===== src/rtl/bsod_pkg.sv =====
package bsod_pkg;
  // channel and data sizes
  localparam int NUM_CH = 14;
  localparam int DATA_W = 14;
  // register byte offsets
  localparam logic [5:0] OFF_SCAN_CTRL = 6'h00;
  localparam logic [5:0] OFF_SW_EN     = 6'h04;
  localparam logic [5:0] OFF_POLARITY  = 6'h08;
  localparam logic [5:0] OFF_CELL_EN   = 6'h0c;
  localparam logic [5:0] OFF_AUX_EN    = 6'h10;
  localparam logic [5:0] OFF_DIAG_SEL  = 6'h14;
  localparam logic [5:0] OFF_LOW_THR   = 6'h18;
  localparam logic [5:0] OFF_HIGH_THR  = 6'h1c;
  localparam logic [5:0] OFF_TOP_CELL  = 6'h20;
  localparam logic [5:0] OFF_ALERTS    = 6'h24;
  localparam logic [5:0] OFF_IRQ_STAT  = 6'h28;
  localparam logic [5:0] OFF_IRQ_MASK  = 6'h2c;
  // scan control, alert and irq field positions
  localparam int SC_CFG_LSB   = 0;
  localparam int SC_ALT_BIT   = 3;
  localparam int SC_OVS_LSB   = 4;
  localparam int SC_START_BIT = 8;
  localparam int SC_BUSY_BIT  = 9;
  localparam int SC_DONE_BIT  = 10;
  localparam int ALERT_SUM_BIT = 16;
  localparam int IRQ_DONE_BIT  = 0;
  localparam int IRQ_FAULT_BIT = 1;
  // scan configuration codes
  localparam logic [2:0] CFG_SW_OPEN = 3'h5;
  localparam logic [2:0] CFG_ODD     = 3'h6;
  localparam logic [2:0] CFG_EVEN    = 3'h7;
  // forced switch patterns
  localparam logic [13:0] SW_ODD_PAT  = 14'h1555;
  localparam logic [13:0] SW_EVEN_PAT = 14'h2aaa;
  // reset values
  localparam logic [13:0] RST_LOW_THR  = 14'h0000;
  localparam logic [13:0] RST_HIGH_THR = 14'h3fff;
  localparam logic [3:0]  RST_TOP_CELL = 4'hd;
  localparam logic [15:0] RST_CELL_EN  = 16'h3fff;
  // scan sequencer states, gray along idle-scan-done
  typedef enum logic [1:0] {
    ST_IDLE = 2'b00,
    ST_SCAN = 2'b01,
    ST_DONE = 2'b11
  } bsod_state_e;
  // effective acquisition settings toward the acquisition engine
  typedef struct packed {
    logic [15:0] cellEn;
    logic [5:0]  auxEn;
    logic [7:0]  diagSel;
    logic        altPath;
    logic [3:0]  ovSample;
    logic [13:0] swEn;
    logic        bipolar;
  } bsod_acq_cfg_s;
  // one channel result from the acquisition engine
  typedef struct packed {
    logic        valid;
    logic [3:0]  channel;
    logic [13:0] data;
  } bsod_result_s;
  // any of the three switch diagnostic modes handled here
  function automatic logic bsod_is_diag(input logic [2:0] c);
    return (c == CFG_SW_OPEN) || (c == CFG_ODD) || (c == CFG_EVEN);
  endfunction
  // sense-wire open modes only
  function automatic logic bsod_is_sense(input logic [2:0] c);
    return (c == CFG_ODD) || (c == CFG_EVEN);
  endfunction
endpackage


===== src/rtl/bsod_diag.sv =====
// Operation
// (RQ1) switch-open: above high threshold raises fault
// (RQ2) switch-open: below low raises fault, window passes
// (RQ3) switch-open: cell enable = switch and unipolar
// (RQ4) switch-open: block, aux, diagnostics forced off
// (RQ5) switch-open: alternate path, single sample
// (RQ6) sense-wire modes force bipolar acquisition
// (RQ7) sense-wire modes close nonadjacent switches only
// (RQ8) odd pattern 1555h, even pattern 2AAAh
// (RQ9) bipolar and above-top positions masked off
// (RQ10) host waits settling before starting scan
// (RQ11) sense-wire: outside window raises fault
// (RQ12) sense-wire: cell enable = forced switch, unipolar
// (RQ13) sense-wire: block, aux, diagnostics off, one sample
// (RQ14) sense-wire: alternate path selected
// (RQ15) overrides last only for the scan; switch pattern and bipolar are forced whenever the mode code is 110 or 111
// (RQ16) codes 101 open, 110 odd, 111 even
// (RQ17) alerts cleared at start, written at end
// (RQ18) summary is OR of alerts at end
// (RQ19) unmeasured channels never raise alerts
`timescale 1ns/10ps
module bsod_diag
  import bsod_pkg::*;
(
  input  wire logic          clk,
  input  wire logic          reset_n,
  input  wire logic [5:0]    avs_address,
  input  wire logic          avs_read,
  input  wire logic          avs_write,
  input  wire logic [31:0]   avs_writedata,
  output logic      [31:0]   avs_readdata,
  output logic               avs_waitrequest,
  output logic               irq,
  output bsod_acq_cfg_s      acqCfg,
  output logic               scanRequest,
  input  wire bsod_result_s  result,
  input  wire logic          acqDone
);
  // software registers
  logic [2:0]    scan_config_r,    scan_config_nxt;    // selected scan mode
  logic          altUser_r,    altUser_nxt;    // user path select
  logic [3:0]    ovsUser_r,    ovsUser_nxt;    // user oversample
  logic [13:0]   swUser_r,     swUser_nxt;     // user switch mask
  logic [13:0]   polarity_r,   polarity_nxt;   // bipolar flags
  logic [15:0]   cellUser_r,   cellUser_nxt;   // user cell enables
  logic [5:0]    auxUser_r,    auxUser_nxt;    // user aux enables
  logic [7:0]    diagUser_r,   diagUser_nxt;   // user selectors
  logic [13:0]   lowThr_r,     lowThr_nxt;     // low threshold
  logic [13:0]   highThr_r,    highThr_nxt;    // high threshold
  logic [3:0]    highest_cell_position_r,    highest_cell_position_nxt;    // highest cell index
  logic [13:0]   alerts_r,     alerts_nxt;     // fault alerts
  logic          summary_r,    summary_nxt;    // fault summary
  logic [1:0]    irqStat_r,    irqStat_nxt;    // sticky events
  logic [1:0]    irqMask_r,    irqMask_nxt;    // event mask
  // sequencer state
  bsod_state_e   state_r,      state_nxt;      // scan sequencer
  logic [2:0]    scanMode_r,   scanMode_nxt;   // mode of running scan
  logic [13:0]   pending_r,    pending_nxt;    // faults gathered
  logic          doneFlag_r,   doneFlag_nxt;   // scan complete flag
  logic          scanReq_r,    scanReq_nxt;    // start pulse out
  bsod_acq_cfg_s acqCfg_r,     acqCfg_nxt;     // effective settings
  // bus handshake
  logic          ack_r,        ack_nxt;        // answer cycle
  logic [31:0]   rdata_r,      rdata_nxt;      // read data
  // helpers
  logic          busReq;                       // read or write pending
  logic          wrTake;                       // write takes effect
  logic          startPulse;                   // accepted start
  logic          diagActNxt;                   // override next cycle
  logic          senseSelNxt;                  // switches forced next
  logic [13:0]   topMask;                      // positions in use
  logic [13:0]   faultHit;                     // fault per channel
  logic [13:0]   sensePat;                     // masked forced pattern
  assign busReq = avs_read | avs_write;
  assign wrTake = avs_write & ack_r;
  assign avs_waitrequest = busReq & ~ack_r;
  assign avs_readdata = rdata_r;
  assign irq = |(irqStat_r & irqMask_r);
  assign acqCfg = acqCfg_r;
  assign scanRequest = scanReq_r;
  // per-channel position mask, window compare and measured gate
  for (genvar i = 0; i < NUM_CH; i++) begin : g_ch
    assign topMask[i] = (4'(i) <= highest_cell_position_r);
    // (RQ9) mask bipolar and unused
    assign sensePat[i] = (scan_config_nxt == CFG_ODD ? SW_ODD_PAT[i]
                          : SW_EVEN_PAT[i]) & ~polarity_r[i] & topMask[i];
    // (RQ1) (RQ2) (RQ11) (RQ19) window on measured only
    assign faultHit[i] = result.valid && (result.channel == 4'(i))
                         && (state_r == ST_SCAN)
                         && bsod_is_diag(scanMode_r)
                         && acqCfg_r.cellEn[i]
                         && ((result.data > highThr_r)
                             || (result.data < lowThr_r));
  end
  // next-state logic for registers, bus and sequencer
  always_comb begin
    scan_config_nxt  = scan_config_r;
    altUser_nxt  = altUser_r;
    ovsUser_nxt  = ovsUser_r;
    swUser_nxt   = swUser_r;
    polarity_nxt = polarity_r;
    cellUser_nxt = cellUser_r;
    auxUser_nxt  = auxUser_r;
    diagUser_nxt = diagUser_r;
    lowThr_nxt   = lowThr_r;
    highThr_nxt  = highThr_r;
    highest_cell_position_nxt  = highest_cell_position_r;
    alerts_nxt   = alerts_r;
    summary_nxt  = summary_r;
    irqStat_nxt  = irqStat_r;
    irqMask_nxt  = irqMask_r;
    state_nxt    = state_r;
    scanMode_nxt = scanMode_r;
    pending_nxt  = pending_r;
    doneFlag_nxt = doneFlag_r;
    scanReq_nxt  = 1'b0;
    ack_nxt      = busReq & ~ack_r;
    rdata_nxt    = rdata_r;
    startPulse   = 1'b0;
    // read data prepared one cycle ahead of the answer
    if (avs_read && !ack_r) begin
      rdata_nxt = 32'h0000_0000;
      case (avs_address)
        OFF_SCAN_CTRL: begin
          rdata_nxt[SC_CFG_LSB +: 3] = scan_config_r;
          rdata_nxt[SC_ALT_BIT]      = altUser_r;
          rdata_nxt[SC_OVS_LSB +: 4] = ovsUser_r;
          rdata_nxt[SC_BUSY_BIT]     = (state_r != ST_IDLE);
          rdata_nxt[SC_DONE_BIT]     = doneFlag_r;
        end
        OFF_SW_EN:    rdata_nxt[13:0] = swUser_r;
        OFF_POLARITY: rdata_nxt[13:0] = polarity_r;
        OFF_CELL_EN:  rdata_nxt[15:0] = cellUser_r;
        OFF_AUX_EN:   rdata_nxt[5:0]  = auxUser_r;
        OFF_DIAG_SEL: rdata_nxt[7:0]  = diagUser_r;
        OFF_LOW_THR:  rdata_nxt[13:0] = lowThr_r;
        OFF_HIGH_THR: rdata_nxt[13:0] = highThr_r;
        OFF_TOP_CELL: rdata_nxt[3:0]  = highest_cell_position_r;
        OFF_ALERTS: begin
          rdata_nxt[13:0]          = alerts_r;
          rdata_nxt[ALERT_SUM_BIT] = summary_r;
        end
        OFF_IRQ_STAT: rdata_nxt[1:0]  = irqStat_r;
        OFF_IRQ_MASK: rdata_nxt[1:0]  = irqMask_r;
        default:      rdata_nxt = 32'h0000_0000;  // unmapped reads zero
      endcase
    end
    // writes land in the cycle waitrequest is low
    if (wrTake) begin
      case (avs_address)
        OFF_SCAN_CTRL: begin
          // (RQ16) mode code field
          scan_config_nxt = avs_writedata[SC_CFG_LSB +: 3];
          altUser_nxt = avs_writedata[SC_ALT_BIT];
          ovsUser_nxt = avs_writedata[SC_OVS_LSB +: 4];
          startPulse  = avs_writedata[SC_START_BIT]
                        && (state_r == ST_IDLE);
        end
        OFF_SW_EN:    swUser_nxt   = avs_writedata[13:0];
        OFF_POLARITY: polarity_nxt = avs_writedata[13:0];
        OFF_CELL_EN:  cellUser_nxt = avs_writedata[15:0];
        OFF_AUX_EN:   auxUser_nxt  = avs_writedata[5:0];
        OFF_DIAG_SEL: diagUser_nxt = avs_writedata[7:0];
        OFF_LOW_THR:  lowThr_nxt   = avs_writedata[13:0];
        OFF_HIGH_THR: highThr_nxt  = avs_writedata[13:0];
        OFF_TOP_CELL: highest_cell_position_nxt  = avs_writedata[3:0];
        OFF_ALERTS: begin  // summary cleared by writing zero
          if (!avs_writedata[ALERT_SUM_BIT]) begin
            summary_nxt = 1'b0;
          end
        end
        OFF_IRQ_STAT: irqStat_nxt = irqStat_r & ~avs_writedata[1:0];
        OFF_IRQ_MASK: irqMask_nxt = avs_writedata[1:0];
        default: ;                               // unmapped writes dropped
      endcase
    end
    // scan sequencer
    case (state_r)
      ST_IDLE: begin
        if (startPulse) begin
          state_nxt    = ST_SCAN;
          scanMode_nxt = scan_config_nxt;
          scanReq_nxt  = 1'b1;
          pending_nxt  = 14'h0000;
          doneFlag_nxt = 1'b0;
          // (RQ17) clear alerts on request
          if (bsod_is_diag(scan_config_nxt)) begin
            alerts_nxt = 14'h0000;
          end
        end
      end
      ST_SCAN: begin
        pending_nxt = pending_r | faultHit;
        if (acqDone) begin
          state_nxt = ST_DONE;
        end
      end
      ST_DONE: begin
        state_nxt    = ST_IDLE;
        doneFlag_nxt = 1'b1;
        irqStat_nxt[IRQ_DONE_BIT] = 1'b1;        // set beats clear
        if (bsod_is_diag(scanMode_r)) begin
          // (RQ17) results written at end
          alerts_nxt  = pending_r;
          // (RQ18) summary from all alerts
          summary_nxt = |pending_r;
          irqStat_nxt[IRQ_FAULT_BIT] |= (|pending_r);  // set beats clear
        end
      end
      default: state_nxt = ST_IDLE;
    endcase
    // effective acquisition settings, user values by default
    diagActNxt  = (state_nxt != ST_IDLE) && bsod_is_diag(scanMode_nxt);
    senseSelNxt = bsod_is_sense(scan_config_nxt)
                  || (diagActNxt && bsod_is_sense(scanMode_nxt));
    acqCfg_nxt.cellEn   = cellUser_nxt;
    acqCfg_nxt.auxEn    = auxUser_nxt;
    acqCfg_nxt.diagSel  = diagUser_nxt;
    acqCfg_nxt.altPath  = altUser_nxt;
    acqCfg_nxt.ovSample = ovsUser_nxt;
    acqCfg_nxt.swEn     = swUser_nxt;
    acqCfg_nxt.bipolar  = 1'b0;
    // (RQ7) (RQ8) odd or even pattern closed
    if (senseSelNxt) begin
      acqCfg_nxt.swEn    = sensePat;
      // (RQ6) bipolar for near-zero readings
      acqCfg_nxt.bipolar = 1'b1;
    end
    // (RQ15) overrides only while scanning
    if (diagActNxt) begin
      // (RQ3) (RQ12) measure active unipolar positions
      acqCfg_nxt.cellEn[13:0]  = acqCfg_nxt.swEn & ~polarity_nxt;
      // (RQ4) (RQ13) block, aux, selectors off
      acqCfg_nxt.cellEn[15:14] = 2'b00;
      acqCfg_nxt.auxEn         = 6'h00;
      acqCfg_nxt.diagSel       = 8'h00;
      // (RQ5) (RQ14) alternate path, one sample
      acqCfg_nxt.altPath       = 1'b1;
      acqCfg_nxt.ovSample      = 4'h0;
      acqCfg_nxt.bipolar       = 1'b1;
    end
  end
  // register stage
  always_ff @(posedge clk) begin
    if (!reset_n) begin
      scan_config_r  <= 3'h0;
      altUser_r  <= 1'b0;
      ovsUser_r  <= 4'h0;
      swUser_r   <= 14'h0000;
      polarity_r <= 14'h0000;
      cellUser_r <= RST_CELL_EN;
      auxUser_r  <= 6'h00;
      diagUser_r <= 8'h00;
      lowThr_r   <= RST_LOW_THR;
      highThr_r  <= RST_HIGH_THR;
      highest_cell_position_r  <= RST_TOP_CELL;
      alerts_r   <= 14'h0000;
      summary_r  <= 1'b0;
      irqStat_r  <= 2'h0;
      irqMask_r  <= 2'h0;
      state_r    <= ST_IDLE;
      scanMode_r <= 3'h0;
      pending_r  <= 14'h0000;
      doneFlag_r <= 1'b0;
      scanReq_r  <= 1'b0;
      acqCfg_r   <= '0;
      ack_r      <= 1'b0;
      rdata_r    <= 32'h0000_0000;
    end else begin
      scan_config_r  <= scan_config_nxt;
      altUser_r  <= altUser_nxt;
      ovsUser_r  <= ovsUser_nxt;
      swUser_r   <= swUser_nxt;
      polarity_r <= polarity_nxt;
      cellUser_r <= cellUser_nxt;
      auxUser_r  <= auxUser_nxt;
      diagUser_r <= diagUser_nxt;
      lowThr_r   <= lowThr_nxt;
      highThr_r  <= highThr_nxt;
      highest_cell_position_r  <= highest_cell_position_nxt;
      alerts_r   <= alerts_nxt;
      summary_r  <= summary_nxt;
      irqStat_r  <= irqStat_nxt;
      irqMask_r  <= irqMask_nxt;
      state_r    <= state_nxt;
      scanMode_r <= scanMode_nxt;
      pending_r  <= pending_nxt;
      doneFlag_r <= doneFlag_nxt;
      scanReq_r  <= scanReq_nxt;
      acqCfg_r   <= acqCfg_nxt;
      ack_r      <= ack_nxt;
      rdata_r    <= rdata_nxt;
    end
  end
  // checks beside the logic
  bus_answer_a: assert property (@(posedge clk) disable iff (!reset_n)
    busReq && avs_waitrequest |=> !avs_waitrequest)
    else $error("bus request not answered next cycle");
  cell_force_a: assert property (@(posedge clk) disable iff (!reset_n) // RQ3
    state_r == ST_SCAN && bsod_is_diag(scanMode_r)
    |-> acqCfg_r.cellEn[13:0] == (acqCfg_r.swEn & ~polarity_r))
    else $error("cell enables not forced from switch mask");
  meas_off_a: assert property (@(posedge clk) disable iff (!reset_n) // RQ4
    state_r == ST_SCAN && bsod_is_diag(scanMode_r)
    |-> acqCfg_r.cellEn[15:14] == 2'b00 && acqCfg_r.auxEn == 6'h00
        && acqCfg_r.diagSel == 8'h00)
    else $error("block, aux or selectors not forced off");
  alt_path_a: assert property (@(posedge clk) disable iff (!reset_n) // RQ5
    state_r == ST_SCAN && bsod_is_diag(scanMode_r)
    |-> acqCfg_r.altPath && acqCfg_r.ovSample == 4'h0)
    else $error("alternate path or single sample missing");
  odd_pattern_a: assert property (@(posedge clk) disable iff (!reset_n) // RQ8
    state_r == ST_SCAN && scanMode_r == CFG_ODD && scan_config_r == CFG_ODD
    |-> acqCfg_r.swEn == (SW_ODD_PAT & ~$past(polarity_r) & $past(topMask))
        && acqCfg_r.bipolar)
    else $error("odd switch pattern wrong");
  restore_cfg_a: assert property (@(posedge clk) disable iff (!reset_n) // RQ15
    state_r == ST_DONE |=> acqCfg_r.diagSel == diagUser_r
    && acqCfg_r.auxEn == auxUser_r
    && acqCfg_r.ovSample == ovsUser_r)
    else $error("user settings not restored after scan");
  alert_clear_a: assert property (@(posedge clk) disable iff (!reset_n) // RQ17
    startPulse && bsod_is_diag(scan_config_nxt) |=> alerts_r == 14'h0000)
    else $error("alerts not cleared at scan request");
  summary_or_a: assert property (@(posedge clk) disable iff (!reset_n) // RQ18
    state_r == ST_DONE && bsod_is_diag(scanMode_r)
    |=> summary_r == |alerts_r && alerts_r == $past(pending_r))
    else $error("summary or alerts not written at end");
  high_fault_a: assert property (@(posedge clk) disable iff (!reset_n) // RQ1
    result.valid && state_r == ST_SCAN && bsod_is_diag(scanMode_r)
    && result.channel < 4'hd + 4'h1 && acqCfg_r.cellEn[result.channel]
    && result.data > highThr_r |=> pending_r[$past(result.channel)])
    else $error("high threshold fault not recorded");
  window_pass_a: assert property (@(posedge clk) disable iff (!reset_n) // RQ2
    result.valid && result.data >= lowThr_r && result.data <= highThr_r
    |-> faultHit == 14'h0000)
    else $error("in-window result raised a fault");
  unmeasured_a: assert property (@(posedge clk) disable iff (!reset_n) // RQ19
    (faultHit & ~acqCfg_r.cellEn[13:0]) == 14'h0000)
    else $error("unmeasured channel raised a fault");
endmodule


===== config.mk =====
export PLATFORM = sky130hd
export DESIGN_NAME = bsod_diag
export DESIGN_NICKNAME = d
export VERILOG_FILES = /design/src/rtl/bsod_pkg.sv /design/src/rtl/bsod_diag.sv
export SDC_FILE = /design/constraint.sdc
export NUM_CORES = 1
export LEC_CHECK = 0
export BUFFER_PORTS_ARGS = -buffer_cell sky130_fd_sc_hd__buf_4
export CORE_MARGIN = 8
export CORE_UTILIZATION = 60
export DETAILED_ROUTE_END_ITERATION = 7
export PLACE_DENSITY = 0.84
export RECOVER_POWER = 25
export SYNTH_ARGS = -nofsm -noshare
export SYNTH_HDL_FRONTEND = slang
export SYNTH_SLANG_ARGS = --single-unit

===== constraint.sdc =====
create_clock -name clk -period 8 [get_ports clk]
set_input_delay 1.6 -clock clk [delete_from_list [all_inputs] [get_ports clk]]
set_output_delay 1.6 -clock clk [all_outputs]
set_load 0.02 [all_outputs]

* Word level (Yosys, flattened, before mapping)
Cells that the tools add are included.
** Storage, ports and cells
- Register bits :: 206
- Latch bits :: 0
- RAM bits :: 0
- Memory bits (read-only) :: 0
- Logic and storage cells :: 300
- Memories kept :: 0
** Operators by class
- $add $sub $neg :: 0
- Multiply operators :: 0
- Divide/modulo/power cells :: 0
- Magnitude comparators :: 16
- Equal/unequal tests :: 38
- Shift-type cells :: 0
- Mux-type cells :: 55
- Bitwise operators :: 54
- Reductions and logical operators :: 106
** Operators by type and width (number)
- $mux 14 :: 8
- $logic_and 1x1->1 :: 74
- $pmux 14 s2 :: 2
- $mux 33 :: 1
- $mux 16 :: 2
- $and 1x1->1 :: 30
- $eq 3x3->1 const B :: 9
- $eq 4x4->1 const B :: 6
- $eq 6x5->1 const B :: 4
- $eq 6x6->1 const B :: 4
- $le 4x4->1 const A :: 6
- $pmux 2 s12 :: 1
- $pmux 2 s10 :: 1
- $pmux 2 s9 :: 1
- $pmux 3 s6 :: 1
- $eq 4x3->1 const B :: 4
- $le 3x4->1 const A :: 4
- $mux 1 :: 16
- $mux 8 :: 2
- $not 1->1 :: 16
- $pmux 2 s8 :: 1
- $reduce_and 2->1 :: 8
- $mux 15 :: 1
- $and 14x14->14 :: 1
- 34 further kinds :: 66

* Depth between registers and ports, before layout
- Depth in word-level cells :: 15
- Depth in mapped cells :: 9

* Least setup slack after synthesis
OpenSTA, ideal clock, no wires.
- Path type :: input port to flip-flop
- Start :: input avs_address[5]
- End :: register cellUser_r[12]
- Setup time :: 0.123 ns
- Arrival time :: 3.606 ns
- Path slack :: 4.271 ns
- Stages on the path :: 7
- Cells stage by stage :: buf_2 > or4_1 > buf_4 > nor3_2 > buf_4 > mux2_2 > or2_2
** Between the ends
- Cells in the longest elaborated chain, start to end :: 3
** RTL lines
- from (decl) :: line bsod_diag.sv:27 : input wire logic [5:0] avs_address,
- $eq 6x4->1 :: line bsod_diag.sv:150 : case (avs_address)
- $mux 16 :: line bsod_diag.sv:150
- $mux 16 :: line bsod_diag.sv:149 : if (wrTake) begin
- to (signal assigned) :: line bsod_diag.sv:275 : cellUser_r <= cellUser_nxt;
- to (decl) :: line bsod_diag.sv:45 : logic [15:0] cellUser_r, cellUser_nxt;
No other way between the ends.
A chain may end at the register's enable or synchronous reset.

* Worst setup path in the final report
- Start :: input avs_address[4]
- End :: register acqCfg_r (netlist bit acqCfg[45])
** Between the ends
- Cells in the longest elaborated chain, start to end :: 14
- Elaborated cells on any way between the ends :: 38
- Those cells by class :: eq/ne: 8; mux: 17; bitwise: 4; reduce/logical: 9
** RTL lines
- $logic_not 6->1 :: line bsod_diag.sv:150
- $mux 3 / $mux 1 (equally long branches) :: line bsod_diag.sv:150
- $mux 3 / $mux 1 (equally long branches) :: line bsod_diag.sv:149
- $mux 3 :: line bsod_diag.sv:180 : if (startPulse) begin
- $mux 3 :: line bsod_diag.sv:178 : case (state_r)
- $eq 3x3->1 (on tied branches) :: line bsod_pkg.sv:64, bsod_pkg.sv:68
- $logic_or 1x1->1 (2 in series) :: line bsod_pkg.sv:64 : return (c == CFG_SW_OPEN) || (c == CFG_ODD) || (c == CFG_EVEN);
- $logic_and 1x1->1 :: line bsod_diag.sv:213 : diagActNxt = (state_nxt != ST_IDLE) && bsod_is_diag(scanMode_nxt);
- $logic_and 1x1->1 :: line bsod_diag.sv:215 : || (diagActNxt && bsod_is_sense(scanMode_nxt));
- $logic_or 1x1->1 :: line bsod_diag.sv:215
- $mux 15 :: line bsod_diag.sv:224 : if (senseSelNxt) begin
- $and 14x14->14 :: line bsod_diag.sv:232 : acqCfg_nxt.cellEn[13:0] = acqCfg_nxt.swEn & ~polarity_nxt;
- $mux 33 * :: line bsod_diag.sv:230 : if (diagActNxt) begin
- to (signal assigned) :: line bsod_diag.sv:290 : acqCfg_r <= acqCfg_nxt;
- to (decl) :: line bsod_diag.sv:61 : bsod_acq_cfg_s acqCfg_r, acqCfg_nxt;
Every way passes the cells marked *; elsewhere a longest branch is shown, timed or not.

==> flow_summary.ini <==
[run_status]
status = completed

[timing]
fin_setup_tns_ns = 0
min_period_over_period_pct = 50.47
rsz0062_at_grt = no
fmax_mhz = 247.7
period_needed_ns = 4.038
drv_slew = 0
tightest_slew_ns = 1.363
fin_ws_ns = 3.962
setup_violations = 0
slew_headroom_pct = 8.813
clock_skew_ns = 0.01124
hold_viol_final = 0

[floorplan]
start_util_pct = 61.12
fp.coreArea_um2 = 15090
dieArea_um2 = 19590
die_width_um = 140.0
num_rows = 45
io_pins = 147
dieHeight_um = 140.0

[synthesis]
synth_seq_cells = 206
ys_async_sr_fraction_pct = 0
synth_area_per_cell_um2 = 8.868
ys_warn_count = 0
synth_edf_count = 0
synth_cells = 1040
syn-cell-area_um2 = 9223
ys_seq_area_share_pct = 44.72
ys_types = 73
synth_flop_cell = dfxtp_1

[worst_setup_path]
crit_chain = buf_4 > or4_1 > nor2_1 > nand2_1 > nand2_1 > a32oi_1 > o21ai_1
cp_max_fo = 14
crit_arrival_ns = 4.45
cp-start-kind = input pin
crit_top_cell = nand2_1
r2r_cells = 8
worst_setup_path_end_kind = flop
slowest_delay_ns = 1.03
timing.rr.end = pending_r[10]
rrSetupSlack_ns = 4.92
crit_type = input pin to flop
crit_slowest_cell = nor2_1
cp.required_ns = 8.41
r2r-start = highThr_r[3]

[final_layout]
fill_cells = 1175
fin_util_pct = 69.42
multi_input_area_um2 = 4619
drive_above_1_share_pct = 12.25
syn_to_final_growth_pct = 13.58
nNetsFinal = 1212
register_area_um2 = 4124
diodes = 0
fin_cells = 1323

[placed_design]
dp_cells = 1288
post-place-ws_ns = 3.577
place_hpwl_um = 20090
place.gp.congestion = 0.9525
io_buffers = 116

[global_routing]
antenna_found_initial = 0
grt.overflow.total = 0
grt_pass1_vias = 8164
grt_pass1_wl_um = 44620
track_usage_pct = 28.38
grt_max_degree = 69

[power]
ir_drop_uv = 146.7
power_density_nw_per_um2 = 203.9
p_leak_nw = 4.060
finalPower_mw = 2.136

[clocking]
cts_htree_levels = 1
cts_root_buf = clkbuf_16
cts_sinks = 206
post_cts_buffers = 0
clock_latency_ns = 0.50
cts_resized = 0
cts_tree = built
clkSlewWorstSetupHoldPaths_ns = 0.06
cts_buffers = 21
postCtsHoldBufs = 0
ctsLongestPathBuffers = 3

[detailed_routing]
first_iter_violations = 1075
finalWirelength_um = 28750
vias_per_cell = 6.438
dr.pass1.iters = 5
routedWlPerCell_um = 21.73
antenna_left = 0
vias = 8518
drc = 0

[hold_path]
hold_path_depth = 2
hp-start = avs_readdata[3]
min_to = avs_readdata[3]
worstHoldPathType = flop to flop

[flow_run]
max_cap_viol_count = 0
cells by family after synthesis:
family / share of synthesized area [%]
adders and majority gates: 3.663
AOI/OAI and AO/OA: 18.44
muxes: 7.394
and+or+nand+nor: 19.96
DFF: 44.72
other: 0.04066
buffers and inverters: 5.793
routing by layer:
layer | global-route usage [%] | wire (um)
met3 | 5.742 | 3195
met1 | 36.61 | 11430
met2 | 43.34 | 12470
met5 | 0 | 0
met4 | 16.74 | 1653
sequential cells by signal, indices dropped and copies added (netlist names), 2 cells and up:
name	count
lowThr_r	14
state_r	2
scanMode_r	3
polarity_r	14
swUser_r	14
acqCfg	50
auxUser_r	6
pending_r	14
highest_cell_position_r	4
cellUser_r	16
irqMask_r	2
ovsUser_r	4
highThr_r	14
irqStat_r	2
avs_readdata	17
diagUser_r	8
scan_config_r	3
alerts_r	14
power by group:
group / switching [mW] / internal (mW)
clock network: 0.405 / 0.552
registers: 0.00752 / 1.03
logic: 0.0953 / 0.0421
total: 0.508 / 1.63
area by class of cell:
| type | instances | share of cell area, % |
|---|---|---|
| Multi-Input combinational cell | 730 | 44.10 |
| Tap cell | 188 | 2.246 |
| Clock buffer | 28 | 5.650 |
| Inverter | 39 | 1.409 |
| Timing Repair Buffer | 125 | 6.522 |
| Sequential cell | 206 | 39.37 |
| Clock inverter | 7 | 0.7047 |
cell usage after synthesis (3+ instances only):
library cell,instances,area (um^2)
nor2_1,99,371.6
dfxtp_1,206,4124
a22oi_1,25,187.7
nand3_1,14,70.07
or2_2,11,68.82
o32ai_1,4,35.03
nor3b_1,5,37.54
a32o_1,4,40.04
buf_2,10,50.05
nor3_1,30,150.1
o22ai_1,4,25.02
mux2_2,15,168.9
a31o_1,3,26.28
and3_1,9,56.30
nor4_1,6,37.54
a222oi_1,4,40.04
a21o_1,11,82.58
nand2_1,123,461.7
a31oi_1,16,100.1
a22o_1,17,148.9
mux2i_1,49,490.5
and2_1,9,56.30
ha_1,27,337.8
nor2b_1,10,62.56
nor3_2,4,40.04
a211oi_1,3,22.52
inv_1,38,142.6
o21ai_0,40,200.2
o211ai_1,14,105.1
o21a_1,4,30.03
a221oi_1,13,113.9
buf_4,19,142.6
and4_1,3,26.28
nand4_1,19,118.9
a21oi_1,68,340.3
nand3b_1,3,22.52
nand2b_1,5,31.28
or3_1,3,18.77
clkbuf_1,48,180.2
worst max-delay path, delay by kind of cell:
kind / cells / cell delay [ns]
AND/OR/NAND/NOR: 4 / 2.43
buffers and inverters: 1 / 0.17
AO/OA/AOI/OAI: 2 / 0.25
per-stage QoR:
step                hold WS [ns]  cell area [um^2]
finish                    0.4529             10480
global route              0.4716             10480
CTS                       0.4558             10730
detailed placement        0.4478             10060
global placement          0.4407             10060
floorplan                 0.4357              9275
cells in the final DEF, fill, tap and decap left out, types with 16 or more instances in the layout:
master,netlist,routed
clkbuf_1,48,71
nor2_1,99,98
a21oi_1,68,68
a22oi_1,25,25
nand4_1,19,19
ha_1,27,27
nand2_1,123,123
o21ai_0,40,40
mux2i_1,49,49
dfxtp_1,206,206
buf_4,19,57
a22o_1,17,17
a31oi_1,16,16
nor3_1,30,30
clkbuf_16,0,21
inv_1,38,38
worst max path at each step:
| stage | from | end | depth (start not counted) |
|---|---|---|---|
| final | avs_address[4] | acqCfg[45] | 7 |
| after global placement | avs_address[4] | acqCfg[45] | 7 |
| after detailed placement | reset_n | pending_r[10] | 5 |
| after global routing | reset_n | pending_r[4] | 5 |
| after floorplan | avs_address[5] | cellUser_r[12] | 7 |
| after CTS | avs_address[4] | acqCfg[45] | 7 |
No activity file was read; power rests on OpenSTA's default activity.
